`config.mk`:
```
export PLATFORM = sky130hd
export DESIGN_NAME = atli_line_iface
export DESIGN_NICKNAME = d
export VERILOG_FILES = /design/src/hdl/atli_pkg.sv /design/src/hdl/atli_line_iface.sv
export SDC_FILE = /design/constraint.sdc
export NUM_CORES = 2
export LEC_CHECK = 0
export ABC_CLOCK_PERIOD_IN_PS = 64400
export BUFFER_PORTS_ARGS = -buffer_cell sky130_fd_sc_hd__buf_2
export CAP_MARGIN = 20
export CORE_ASPECT_RATIO = 1.2
export CORE_MARGIN = 8
export CORE_UTILIZATION = 45
export CTS_CLUSTER_DIAMETER = 40
export DETAILED_ROUTE_END_ITERATION = 16
export PLACE_DENSITY_LB_ADDON = 0.15
export RECOVER_POWER = 50
export SYNTH_ARGS = -nofsm -noshare
export SYNTH_HDL_FRONTEND = slang
export SYNTH_SLANG_ARGS = --single-unit
```
`constraint.sdc`:
```
create_clock -name core_clk -period 64.4 [get_ports core_clk]
set_input_delay 6.44 -clock core_clk [delete_from_list [all_inputs] [get_ports core_clk]]
set_output_delay 6.44 -clock core_clk [all_outputs]
set_load 0.005 [all_outputs]
```
`src/hdl/atli_pkg.sv`:
```
// Constants, field layout and carriers for the async terminal line interface
package atli_pkg;

	// Clock and timing
	localparam int unsigned ATLI_CLK_HZ     = 200_000_000;
	localparam int unsigned ATLI_PERIOD_PS  = 5_000;
	localparam int unsigned ATLI_DISC_NS    = 700;
	localparam int unsigned ATLI_HOLD_NS    = 750;
	localparam int unsigned ATLI_CLR_NS     = 2_000;
	// Pulse length exact, hold rounds up, clear stretch rounds up
	localparam int unsigned ATLI_DISC_CYC   = (ATLI_DISC_NS * 1000)
		/ ATLI_PERIOD_PS;
	localparam int unsigned ATLI_HOLD_CYC   = (ATLI_HOLD_NS * 1000
		+ ATLI_PERIOD_PS - 1) / ATLI_PERIOD_PS;
	localparam int unsigned ATLI_CLR_CYC    = (ATLI_CLR_NS * 1000
		+ ATLI_PERIOD_PS - 1) / ATLI_PERIOD_PS;

	// Output word fields
	localparam int ATLI_B_UPPER = 15;
	localparam int ATLI_B_RXOFF = 14;
	localparam int ATLI_B_RXON  = 13;
	localparam int ATLI_B_WIDE  = 12;
	localparam int ATLI_B_SETI  = 11;
	localparam int ATLI_B_SETO  = 10;
	localparam int ATLI_B_DISC  = 9;
	localparam int ATLI_B_LOWER = 8;
	localparam int ATLI_B_OPAR  = 7;
	localparam int ATLI_B_IPAR  = 6;
	localparam int ATLI_B_EVEN  = 5;
	localparam int ATLI_B_OSEL  = 4;
	localparam int ATLI_B_PBIT  = 7;

	// Status field position (input flag, output flag, break, lost)
	localparam int ATLI_ST_LSB  = 8;

	// Speed codes
	localparam logic [3:0] ATLI_SPD_KEEP  = 4'h0;
	localparam logic [3:0] ATLI_SPD_MAX   = 4'h9;
	localparam logic [3:0] ATLI_SPD_RESET = 4'h9;

	// Serial framing
	localparam logic [3:0] ATLI_OVS_LAST  = 4'hF;
	localparam logic [3:0] ATLI_OVS_MID   = 4'h7;
	localparam logic [3:0] ATLI_DATA_LAST = 4'h7;
	localparam logic [3:0] ATLI_TX_BITS   = 4'hA;
	localparam int unsigned ATLI_OVS      = 16;

	typedef struct packed {
		logic        wide;
		logic [15:0] word;
	} atli_entry_type;

	typedef struct packed {
		logic iflag;
		logic oflag;
		logic brk;
		logic lost;
	} atli_status_type;

	typedef enum logic [3:0] {
		RX_IDLE  = 4'h1,
		RX_START = 4'h2,
		RX_DATA  = 4'h4,
		RX_STOP  = 4'h8
	} atli_rx_state_type;

	function automatic int unsigned atli_rate(input logic [3:0] code);
		case (code)
			4'h1:    return 110;
			4'h2:    return 150;
			4'h3:    return 300;
			4'h4:    return 600;
			4'h5:    return 1200;
			4'h6:    return 1800;
			4'h7:    return 2400;
			4'h8:    return 4800;
			default: return 9600;
		endcase
	endfunction

	// Counter reload for a 16x sample tick: core clock cycles per tick minus one
	function automatic logic [23:0] atli_div(input logic [3:0] code,
		input int unsigned hz);
		return 24'((hz / (ATLI_OVS * atli_rate(code))) - 1);
	endfunction

endpackage

```
`src/hdl/atli_line_iface.sv`:
```
// Async terminal line interface: control, status, transmitter, receiver
`timescale 1ns/1ps
module atli_line_iface
	import atli_pkg::*;
#(
	parameter int unsigned core_hz = ATLI_CLK_HZ
) (
	input  wire logic        core_clk,
	input  wire logic        srst,
	input  wire logic        power_on_preset_pulse,
	input  wire logic        clear_control_instruction,
	input  wire logic        output_word_to_card,
	input  wire logic [15:0] out_word,
	input  wire logic        load_word_from_card,
	input  wire logic        rd_sel_data,
	input  wire logic        rxd_pin,
	input  wire logic        carrier_pin,
	input  wire logic        modem_pin,
	output logic             out_ready,
	output logic [15:0]      rd_word,
	output logic             card_flag,
	output logic             txd_pin,
	output logic             term_ready_pin
);

	// Control function decode
	logic is_ctrl, ctrl_up, ctrl_lo, ctrl_seti, ctrl_seto, ctrl_disc;
	logic wide_ff, rx_en_ff, opar_ff, ipar_ff, even_ff;
	logic [3:0] out_spd_ff, in_spd_ff;

	assign is_ctrl = output_word_to_card && !wide_ff
		&& (out_word[ATLI_B_UPPER] || out_word[ATLI_B_LOWER]);
	assign ctrl_up   = is_ctrl && out_word[ATLI_B_UPPER];
	assign ctrl_lo   = is_ctrl && out_word[ATLI_B_LOWER];
	assign ctrl_seti = ctrl_up && out_word[ATLI_B_SETI];
	assign ctrl_seto = ctrl_up && out_word[ATLI_B_SETO];
	assign ctrl_disc = ctrl_up && out_word[ATLI_B_DISC];

	// Mode leaves wide only through reset, clear-control or preset
	always_ff @(posedge core_clk) begin
		if (srst || power_on_preset_pulse || clear_control_instruction)
			wide_ff <= 1'b0;
		else if (ctrl_up && out_word[ATLI_B_WIDE])
			wide_ff <= 1'b1;
	end

	always_ff @(posedge core_clk) begin
		if (srst)
			rx_en_ff <= 1'b1;
		else if (ctrl_up && out_word[ATLI_B_RXOFF])
			rx_en_ff <= 1'b0;
		else if (ctrl_up && out_word[ATLI_B_RXON])
			rx_en_ff <= 1'b1;
	end

	always_ff @(posedge core_clk) begin
		if (srst) begin
			opar_ff    <= 1'b0;
			ipar_ff    <= 1'b0;
			even_ff    <= 1'b0;
			out_spd_ff <= ATLI_SPD_RESET;
			in_spd_ff  <= ATLI_SPD_RESET;
		end else if (ctrl_lo) begin
			opar_ff <= out_word[ATLI_B_OPAR];
			ipar_ff <= out_word[ATLI_B_IPAR];
			even_ff <= out_word[ATLI_B_EVEN];
			// Unknown codes above the table are ignored like a keep code
			if (out_word[3:0] != ATLI_SPD_KEEP
				&& out_word[3:0] <= ATLI_SPD_MAX) begin
				if (out_word[ATLI_B_OSEL])
					out_spd_ff <= out_word[3:0];
				else
					in_spd_ff <= out_word[3:0];
			end
		end
	end

	// Disconnect pulse on terminal ready
	logic [7:0] disc_cnt_ff;
	always_ff @(posedge core_clk) begin
		if (srst)
			disc_cnt_ff <= 8'h00;
		else if (ctrl_disc)
			disc_cnt_ff <= 8'(ATLI_DISC_CYC);
		else if (disc_cnt_ff != 8'h00)
			disc_cnt_ff <= disc_cnt_ff - 8'h01;
	end

	always_ff @(posedge core_clk) begin
		if (srst)
			term_ready_pin <= 1'b1;
		else
			term_ready_pin <= !(ctrl_disc
				|| disc_cnt_ff > 8'h01);
	end

	// Clear stretch for transmitter and receiver after preset
	logic [8:0] clr_cnt_ff;
	logic       clr_act;
	always_ff @(posedge core_clk) begin
		if (srst || power_on_preset_pulse)
			clr_cnt_ff <= 9'(ATLI_CLR_CYC);
		else if (clr_act)
			clr_cnt_ff <= clr_cnt_ff - 9'h001;
	end
	assign clr_act = clr_cnt_ff != 9'h000;

	// Two-entry buffer between the computer and the auxiliary buffer
	atli_entry_type fifo_ff [2];
	logic       wr_ptr_ff, rd_ptr_ff, push, pop, aux_empty;
	logic [1:0] cnt_ff, nxt_cnt;
	assign push = output_word_to_card && !is_ctrl && cnt_ff != 2'h2;
	assign pop  = cnt_ff != 2'h0 && aux_empty && !clr_act;
	always_comb begin
		nxt_cnt = cnt_ff;
		if (push && !pop)
			nxt_cnt = cnt_ff + 2'h1;
		else if (pop && !push)
			nxt_cnt = cnt_ff - 2'h1;
	end

	always_ff @(posedge core_clk) begin
		if (srst || power_on_preset_pulse) begin
			cnt_ff    <= 2'h0;
			wr_ptr_ff <= 1'b0;
			rd_ptr_ff <= 1'b0;
			out_ready <= 1'b1;
		end else begin
			cnt_ff    <= nxt_cnt;
			out_ready <= nxt_cnt != 2'h2;
			if (push)
				wr_ptr_ff <= !wr_ptr_ff;
			if (pop)
				rd_ptr_ff <= !rd_ptr_ff;
		end
	end

	always_ff @(posedge core_clk) begin
		if (push) begin
			fifo_ff[wr_ptr_ff].wide <= wide_ff;
			fifo_ff[wr_ptr_ff].word <= out_word;
		end
	end

	// Auxiliary buffer and transmitter holding buffer
	logic [15:0] aux_ff;
	logic        aux_hi_ff, aux_lo_ff, hold_full_ff, xfer_hi, xfer_lo;
	logic [7:0]  hold_ff;
	logic [7:0]  hold_age_ff;
	logic        tx_load, tx_busy_ff;
	assign aux_empty = !aux_hi_ff && !aux_lo_ff;
	assign xfer_hi = aux_hi_ff && !hold_full_ff && !clr_act;
	assign xfer_lo = !aux_hi_ff && aux_lo_ff && !hold_full_ff
		&& !clr_act;
	assign tx_load = hold_full_ff && !tx_busy_ff && !clr_act
		&& hold_age_ff >= 8'(ATLI_HOLD_CYC);

	always_ff @(posedge core_clk) begin
		if (srst || power_on_preset_pulse) begin
			aux_hi_ff <= 1'b0;
			aux_lo_ff <= 1'b0;
		end else if (pop) begin
			// Narrow entries carry only data bits 0-7
			aux_ff    <= fifo_ff[rd_ptr_ff].word;
			aux_hi_ff <= fifo_ff[rd_ptr_ff].wide;
			aux_lo_ff <= 1'b1;
		end else if (xfer_hi) begin
			aux_hi_ff <= 1'b0;
		end else if (xfer_lo) begin
			aux_lo_ff <= 1'b0;
		end
	end

	always_ff @(posedge core_clk) begin
		if (srst || power_on_preset_pulse) begin
			hold_full_ff <= 1'b0;
			hold_age_ff  <= 8'h00;
		end else if (xfer_hi || xfer_lo) begin
			hold_ff      <= xfer_hi ? aux_ff[15:8] : aux_ff[7:0];
			hold_full_ff <= 1'b1;
			hold_age_ff  <= 8'h00;
		end else if (tx_load) begin
			hold_full_ff <= 1'b0;
		end else if (hold_full_ff && hold_age_ff != 8'hFF) begin
			hold_age_ff <= hold_age_ff + 8'h01;
		end
	end

	// Transmitter: 16x tick, start, 8 data, stop
	logic [23:0] tx_div_ff;
	logic [3:0]  tx_sub_ff, tx_bit_ff;
	logic [9:0]  tx_shift_ff;
	logic        tx_tick;
	logic [7:0]  tx_char;
	assign tx_tick = tx_div_ff == 24'h000000;
	always_comb begin
		tx_char = hold_ff;
		if (opar_ff)
			tx_char[ATLI_B_PBIT] = even_ff ? ^hold_ff[6:0]
				: ~^hold_ff[6:0];
	end

	always_ff @(posedge core_clk) begin
		if (srst || clr_act || !tx_busy_ff || tx_tick)
			tx_div_ff <= atli_div(out_spd_ff, core_hz);
		else
			tx_div_ff <= tx_div_ff - 24'h000001;
	end

	always_ff @(posedge core_clk) begin
		if (srst || clr_act) begin
			tx_busy_ff  <= 1'b0;
			tx_shift_ff <= 10'h3FF;
			tx_sub_ff   <= 4'h0;
			tx_bit_ff   <= 4'h0;
		end else if (tx_load) begin
			tx_busy_ff  <= 1'b1;
			tx_shift_ff <= {1'b1, tx_char, 1'b0};
			tx_sub_ff   <= 4'h0;
			tx_bit_ff   <= 4'h0;
		end else if (tx_busy_ff && tx_tick) begin
			tx_sub_ff <= tx_sub_ff + 4'h1;
			if (tx_sub_ff == ATLI_OVS_LAST) begin
				tx_shift_ff <= {1'b1, tx_shift_ff[9:1]};
				tx_bit_ff   <= tx_bit_ff + 4'h1;
				if (tx_bit_ff == ATLI_TX_BITS - 4'h1)
					tx_busy_ff <= 1'b0;
			end
		end
	end
	assign txd_pin = tx_shift_ff[0];

	// Pin synchronisers
	logic rxd_s1_ff, rxd_s2_ff, cd_s1_ff, cd_s2_ff, md_s1_ff, md_s2_ff;
	always_ff @(posedge core_clk) begin
		rxd_s1_ff <= rxd_pin;
		rxd_s2_ff <= rxd_s1_ff;
		cd_s1_ff  <= carrier_pin;
		cd_s2_ff  <= cd_s1_ff;
		md_s1_ff  <= modem_pin;
		md_s2_ff  <= md_s1_ff;
	end

	// Receiver
	atli_rx_state_type rx_state_ff;
	logic [23:0] rx_div_ff;
	logic [3:0]  rx_sub_ff, rx_bit_ff;
	logic [7:0]  rx_shift_ff, rx_buf_ff, rx_char;
	logic        rx_clr, rx_gate, rx_tick, rx_full_ff, rx_done;
	logic        stop_ok, stop_bad, data_rd;
	assign rx_clr  = clr_act || !rx_en_ff;
	assign rx_gate = rx_state_ff != RX_IDLE || rx_full_ff;
	assign rx_tick = rx_gate && rx_div_ff == 24'h000000;
	assign rx_done = rx_state_ff == RX_STOP && rx_tick
		&& rx_sub_ff == ATLI_OVS_LAST;
	assign stop_ok  = rx_done && rxd_s2_ff;
	assign stop_bad = rx_done && !rxd_s2_ff;
	assign data_rd  = load_word_from_card && rd_sel_data;
	always_comb begin
		rx_char = rx_shift_ff;
		if (ipar_ff && (^rx_shift_ff[6:0] ^ rx_shift_ff[ATLI_B_PBIT]
			^ !even_ff))
			rx_char[ATLI_B_PBIT] = 1'b1;
	end

	always_ff @(posedge core_clk) begin
		if (srst || rx_clr || !rx_gate || rx_tick
			|| rx_state_ff == RX_IDLE)
			rx_div_ff <= atli_div(in_spd_ff, core_hz);
		else
			rx_div_ff <= rx_div_ff - 24'h000001;
	end

	always_ff @(posedge core_clk) begin
		if (srst || rx_clr) begin
			rx_state_ff <= RX_IDLE;
			rx_sub_ff   <= 4'h0;
			rx_bit_ff   <= 4'h0;
		end else begin
			if (rx_tick)
				rx_sub_ff <= rx_sub_ff + 4'h1;
			case (rx_state_ff)
				RX_IDLE: begin
					rx_sub_ff <= 4'h0;
					if (!rxd_s2_ff)
						rx_state_ff <= RX_START;
				end
				RX_START: begin
					if (rx_tick && rx_sub_ff == ATLI_OVS_MID) begin
						rx_sub_ff   <= 4'h0;
						rx_bit_ff   <= 4'h0;
						rx_state_ff <= rxd_s2_ff ? RX_IDLE : RX_DATA;
					end
				end
				RX_DATA: begin
					if (rx_tick && rx_sub_ff == ATLI_OVS_LAST) begin
						rx_shift_ff <= {rxd_s2_ff, rx_shift_ff[7:1]};
						rx_bit_ff   <= rx_bit_ff + 4'h1;
						if (rx_bit_ff == ATLI_DATA_LAST)
							rx_state_ff <= RX_STOP;
					end
				end
				RX_STOP: begin
					if (rx_done)
						rx_state_ff <= RX_IDLE;
				end
				default: rx_state_ff <= RX_IDLE;
			endcase
		end
	end

	// Input buffer: load on completion, data read empties it
	always_ff @(posedge core_clk) begin
		if (srst || rx_clr)
			rx_full_ff <= 1'b0;
		else if (rx_done)
			rx_full_ff <= 1'b1;
		else if (data_rd)
			rx_full_ff <= 1'b0;
		if (rx_done)
			rx_buf_ff <= rx_char;
	end

	// Break and carrier
	logic cd_prev_ff, cd_drop, cd_back, brk_set, brk_clr;
	always_ff @(posedge core_clk) begin
		cd_prev_ff <= cd_s2_ff;
	end
	assign cd_drop = md_s2_ff && cd_prev_ff && !cd_s2_ff;
	assign cd_back = md_s2_ff && !cd_prev_ff && cd_s2_ff;
	assign brk_set = stop_bad || cd_drop;

	// Status flags: every set beats a read clear
	atli_status_type st_ff;
	logic iset, oset, rd_clr;
	assign brk_clr = cd_back
		|| (!md_s2_ff && stop_ok && st_ff.brk);
	assign rd_clr = load_word_from_card;
	assign iset = ctrl_seti || rx_done || brk_set || brk_clr;
	assign oset = ctrl_seto || xfer_lo;

	always_ff @(posedge core_clk) begin
		if (srst) begin
			st_ff <= '0;
		end else begin
			if (iset)
				st_ff.iflag <= 1'b1;
			else if (rd_clr)
				st_ff.iflag <= 1'b0;
			if (oset)
				st_ff.oflag <= 1'b1;
			else if (rd_clr)
				st_ff.oflag <= 1'b0;
			if (rx_done && rx_full_ff && !data_rd)
				st_ff.lost <= 1'b1;
			else if (rd_clr)
				st_ff.lost <= 1'b0;
			if (brk_set)
				st_ff.brk <= 1'b1;
			else if (brk_clr)
				st_ff.brk <= 1'b0;
		end
	end

	// Read word and flag output
	always_ff @(posedge core_clk) begin
		if (srst) begin
			rd_word   <= 16'h0000;
			card_flag <= 1'b0;
		end else begin
			card_flag <= st_ff.iflag || st_ff.oflag;
			if (load_word_from_card)
				rd_word <= rd_sel_data ? {8'h00, rx_buf_ff}
					: 16'(st_ff) << ATLI_ST_LSB;
		end
	end

	// Checks
	localparam int DISC_LEN = ATLI_DISC_CYC;
	logic [7:0] low_len_ff;
	always_ff @(posedge core_clk) begin
		if (srst || term_ready_pin)
			low_len_ff <= 8'h00;
		else
			low_len_ff <= low_len_ff + 8'h01;
	end

	// Counted apart from the load gate so a wrong threshold shows up
	logic [7:0] hold_stab_ff;
	always_ff @(posedge core_clk) begin
		if (srst || xfer_hi || xfer_lo)
			hold_stab_ff <= 8'h00;
		else if (hold_stab_ff != 8'hFF)
			hold_stab_ff <= hold_stab_ff + 8'h01;
	end
endmodule // atli_line_iface

```
==> results.py <==
metrics = {
    "run_status": {
        "run_status": "finished, violations left",
        "violations": "max-capacitance violations, max-slew violations",
    },
    "synth": {
        "synth_seq_cells": 251,
        "ys_warn_count": 0,
        "synth_top_area_share_pct": 14.6,
        "yosys.area_share.adder_pct": 14.9,
        "synth-compound-area-share_pct": 30.1,
        "synth.most_common_cell": "nor2_1",
        "synth_xor_area_share_pct": 7.90,
        "synthMuxAreaShare_pct": 5.39,
        "synthTopCellsByArea": "ha_1, dfxtp_1, nor2_1",
        "ys_top_cells_by_count": "nor2_1, nand2_1, ha_1, a21oi_1, o21ai_0",
        "synth_edf_count": 74,
        "syn_area_per_cell_um2": 7.30,
        "yosysUniqueCellTypes": 122,
        "synthCells": 6072,
        "netlist_area_mm2": 0.0443,
        "synth_top_family_by_area": "compound AO/OA/AOI/OAI gates",
        "synth_area_leader_cell": "ha_1",
        "synth_async_sr_flop_share_pct": 0,
        "ys_seq_area_share_pct": 13.0,
        "synth-simple-area-share_pct": 25.1,
        "synth-main-ff-cell": "dfxtp_1",
    },
    "final_layout": {
        "drive_gt1_share_pct": 13.0,
        "nets": 6823,
        "area_growth_pct": 13.0,
        "diodes": 0,
        "final_cells": 7588,
    },
    "worst_setup_path": {
        "cp_slowest_cell": "or4_4",
        "path_max_fanout": 13,
        "cp_slowest_stage_delay_ps": 580,
        "critical_path.endpoint_type": "flip-flop",
        "reg2reg_to": "rx_div_ff[16]",
        "cp.required_ps": 64830,
        "reg2reg_slack_ps": 4250,
        "critPathKind": "reg2reg",
        "critPathLaunchType": "flip-flop",
        "rr_worst_depth": 320,
        "crit_top_cell": "a21o_1",
        "cp_data_arrival_time_ps": 60580,
    },
    "clock_network": {
        "clock_latency_ps": 570,
        "clockBufferDepth": 3,
        "htreeDepth": 2,
        "cts_buffers": 39,
        "cts_root_buf": "clkbuf_16",
        "cts_tree": "yes",
        "clkSinkCount": 251,
        "clk_pin_slew_ps": 60,
        "ctsHoldBuffers": 0,
    },
    "floorplanning": {
        "die-area_mm2": 0.109,
        "fp-row-count": 126,
        "die-width_um": 302,
        "die_height_um": 360,
        "io-pin-count": 46,
        "start_util_pct": 45.2,
        "core_mm2": 0.0981,
    },
    "route": {
        "drtAntennaViolNets": 0,
        "dr.pass1.iters": 5,
        "wirelength_mm": 139,
        "drt_iter0_markers": 2761,
        "routedWlPerCell_um": 18.4,
        "drc_errors": 0,
        "num_vias": 46100,
        "via_per_inst": 6.07,
    },
    "timing": {
        "period_minus_slack_ps": 60150,
        "holdWs_ps": 330,
        "tightestPinTransition_ps": 2110,
        "clock_skew_ps": 25.4,
        "relSlewSlack_pct": -40.4,
        "period_share_pct": 93.4,
        "fmax_mhz": 16.6,
        "rsz0062_at_grt": "true",
        "maxSlewViolCount": 46,
        "hold_viol": 0,
        "setup_viol": 0,
    },
    "worst_hold_path": {
        "worstHoldStart": "rxd_s1_ff",
        "min_to": "rxd_s2_ff",
        "hp-class": "reg2reg",
        "holdPathStages": 0,
    },
    "place": {
        "place_congestion": 0.926,
        "placed_cells": 7452,
        "dp_hpwl_mm": 108,
        "io_buffers": 41,
    },
    "global_route": {
        "track_usage_pct": 24.2,
        "grt_pass1_vias": 44000,
        "grt_pass1_wl_mm": 223,
        "antenna_found_initial": 0,
        "grt_overflow": 0,
        "grt_max_degree": 50,
    },
    "run": {
        "maxCapViolations": 1,
    },
}
critical path: cells and delay by family, from the launching register on:
| family | cells | cell delay (ps) |
|---|---|---|
| multiplexers | 8 | 2160 |
| AND/OR/NAND/NOR | 93 | 15790 |
| AO/OA/AOI/OAI | 174 | 30510 |
| flip-flops | 1 | 390 |
| buffers and inverters | 19 | 2990 |
| adder cells (fa/ha/maj) | 25 | 7810 |
| XOR/XNOR | 1 | 150 |
per-stage QoR:
| step | cell area [µm²] | utilization, % | setup TNS, ps | worst slack (ps) |
|---|---|---|---|---|
| floorplan | 44400 | - | 0 | 1.79 |
| global placement | 47200 | 48.2 | -19970 | -1340 |
| detailed placement | 47200 | 48.2 | -45070 | -1720 |
| CTS | 48700 | 49.7 | 0 | 18.1 |
| global route | 50100 | 51.0 | -924 | -266 |
| finish | 50100 | 51.0 | 0 | 4250 |
logic make-up (layout without fill, tap and decap cells):
kind of cell / Yosys count / after routing
flops: 251 / 251
buf+inv: 412 / 641
other cells: 1 / 6
mux: 223 / 223
fa+ha+maj: 525 / 525
simple gates: 2268 / 2270
xor+xnor: 399 / 399
compound gates: 1993 / 1993
area by class of cell:
type / count / area, µm²
Fill cell: 9845 / 48000
Timing Repair Buffer: 328 / 2380
Clock buffer: 45 / 1030
Inverter: 241 / 907
Sequential cell: 251 / 5770
Multi-Input combinational cell: 5416 / 38100
Clock inverter: 27 / 308
Tap cell: 1280 / 1600
placed cells by master, fill, tap and decap left out, types with 170 or more instances in the layout:
master / count
inv_1: 240
buf_4: 272
xnor2_1: 244
ha_1: 511
a21oi_1: 454
nor3_1: 201
a21o_1: 170
o21ai_0: 339
dfxtp_1: 175
o21a_1: 175
nand2_1: 544
nor2_1: 643
worst max path at each step:
| stage | to | slack [ps] | cells after the start |
|---|---|---|---|
| finish | rx_div_ff[16] | 4250 | 320 |
| global placement | rx_div_ff[16] | -1340 | 315 |
| detailed placement | rx_div_ff[16] | -1720 | 315 |
| global route | tx_div_ff[18] | -270 | 327 |
| CTS | tx_div_ff[18] | 20 | 318 |
| floorplan | rx_div_ff[16] | 2 | 340 |
timing repair:
action / CTS / global route
pin swaps: 4 / 45
gates cloned: 1 / 2
endpoints found under the setup margin: 48 / 48
setup buffers: 3 / 57
resized for setup: 29 / 249
per-layer routing:
layer,routed length (µm),GRT usage [%],vias to the layer above,part of all wire [%]
li1,-,-,23100,-
met1,59200,28.6,21600,42
met2,70000,45.2,1057,50
met3,4650,1.78,313,3.3
met4,5520,8.77,0,4.0
met5,0,0,-,0
Power is left out: the tool's default activity adds up to more than one toggle a clock period on the data nets, which glitch-free logic cannot reach.
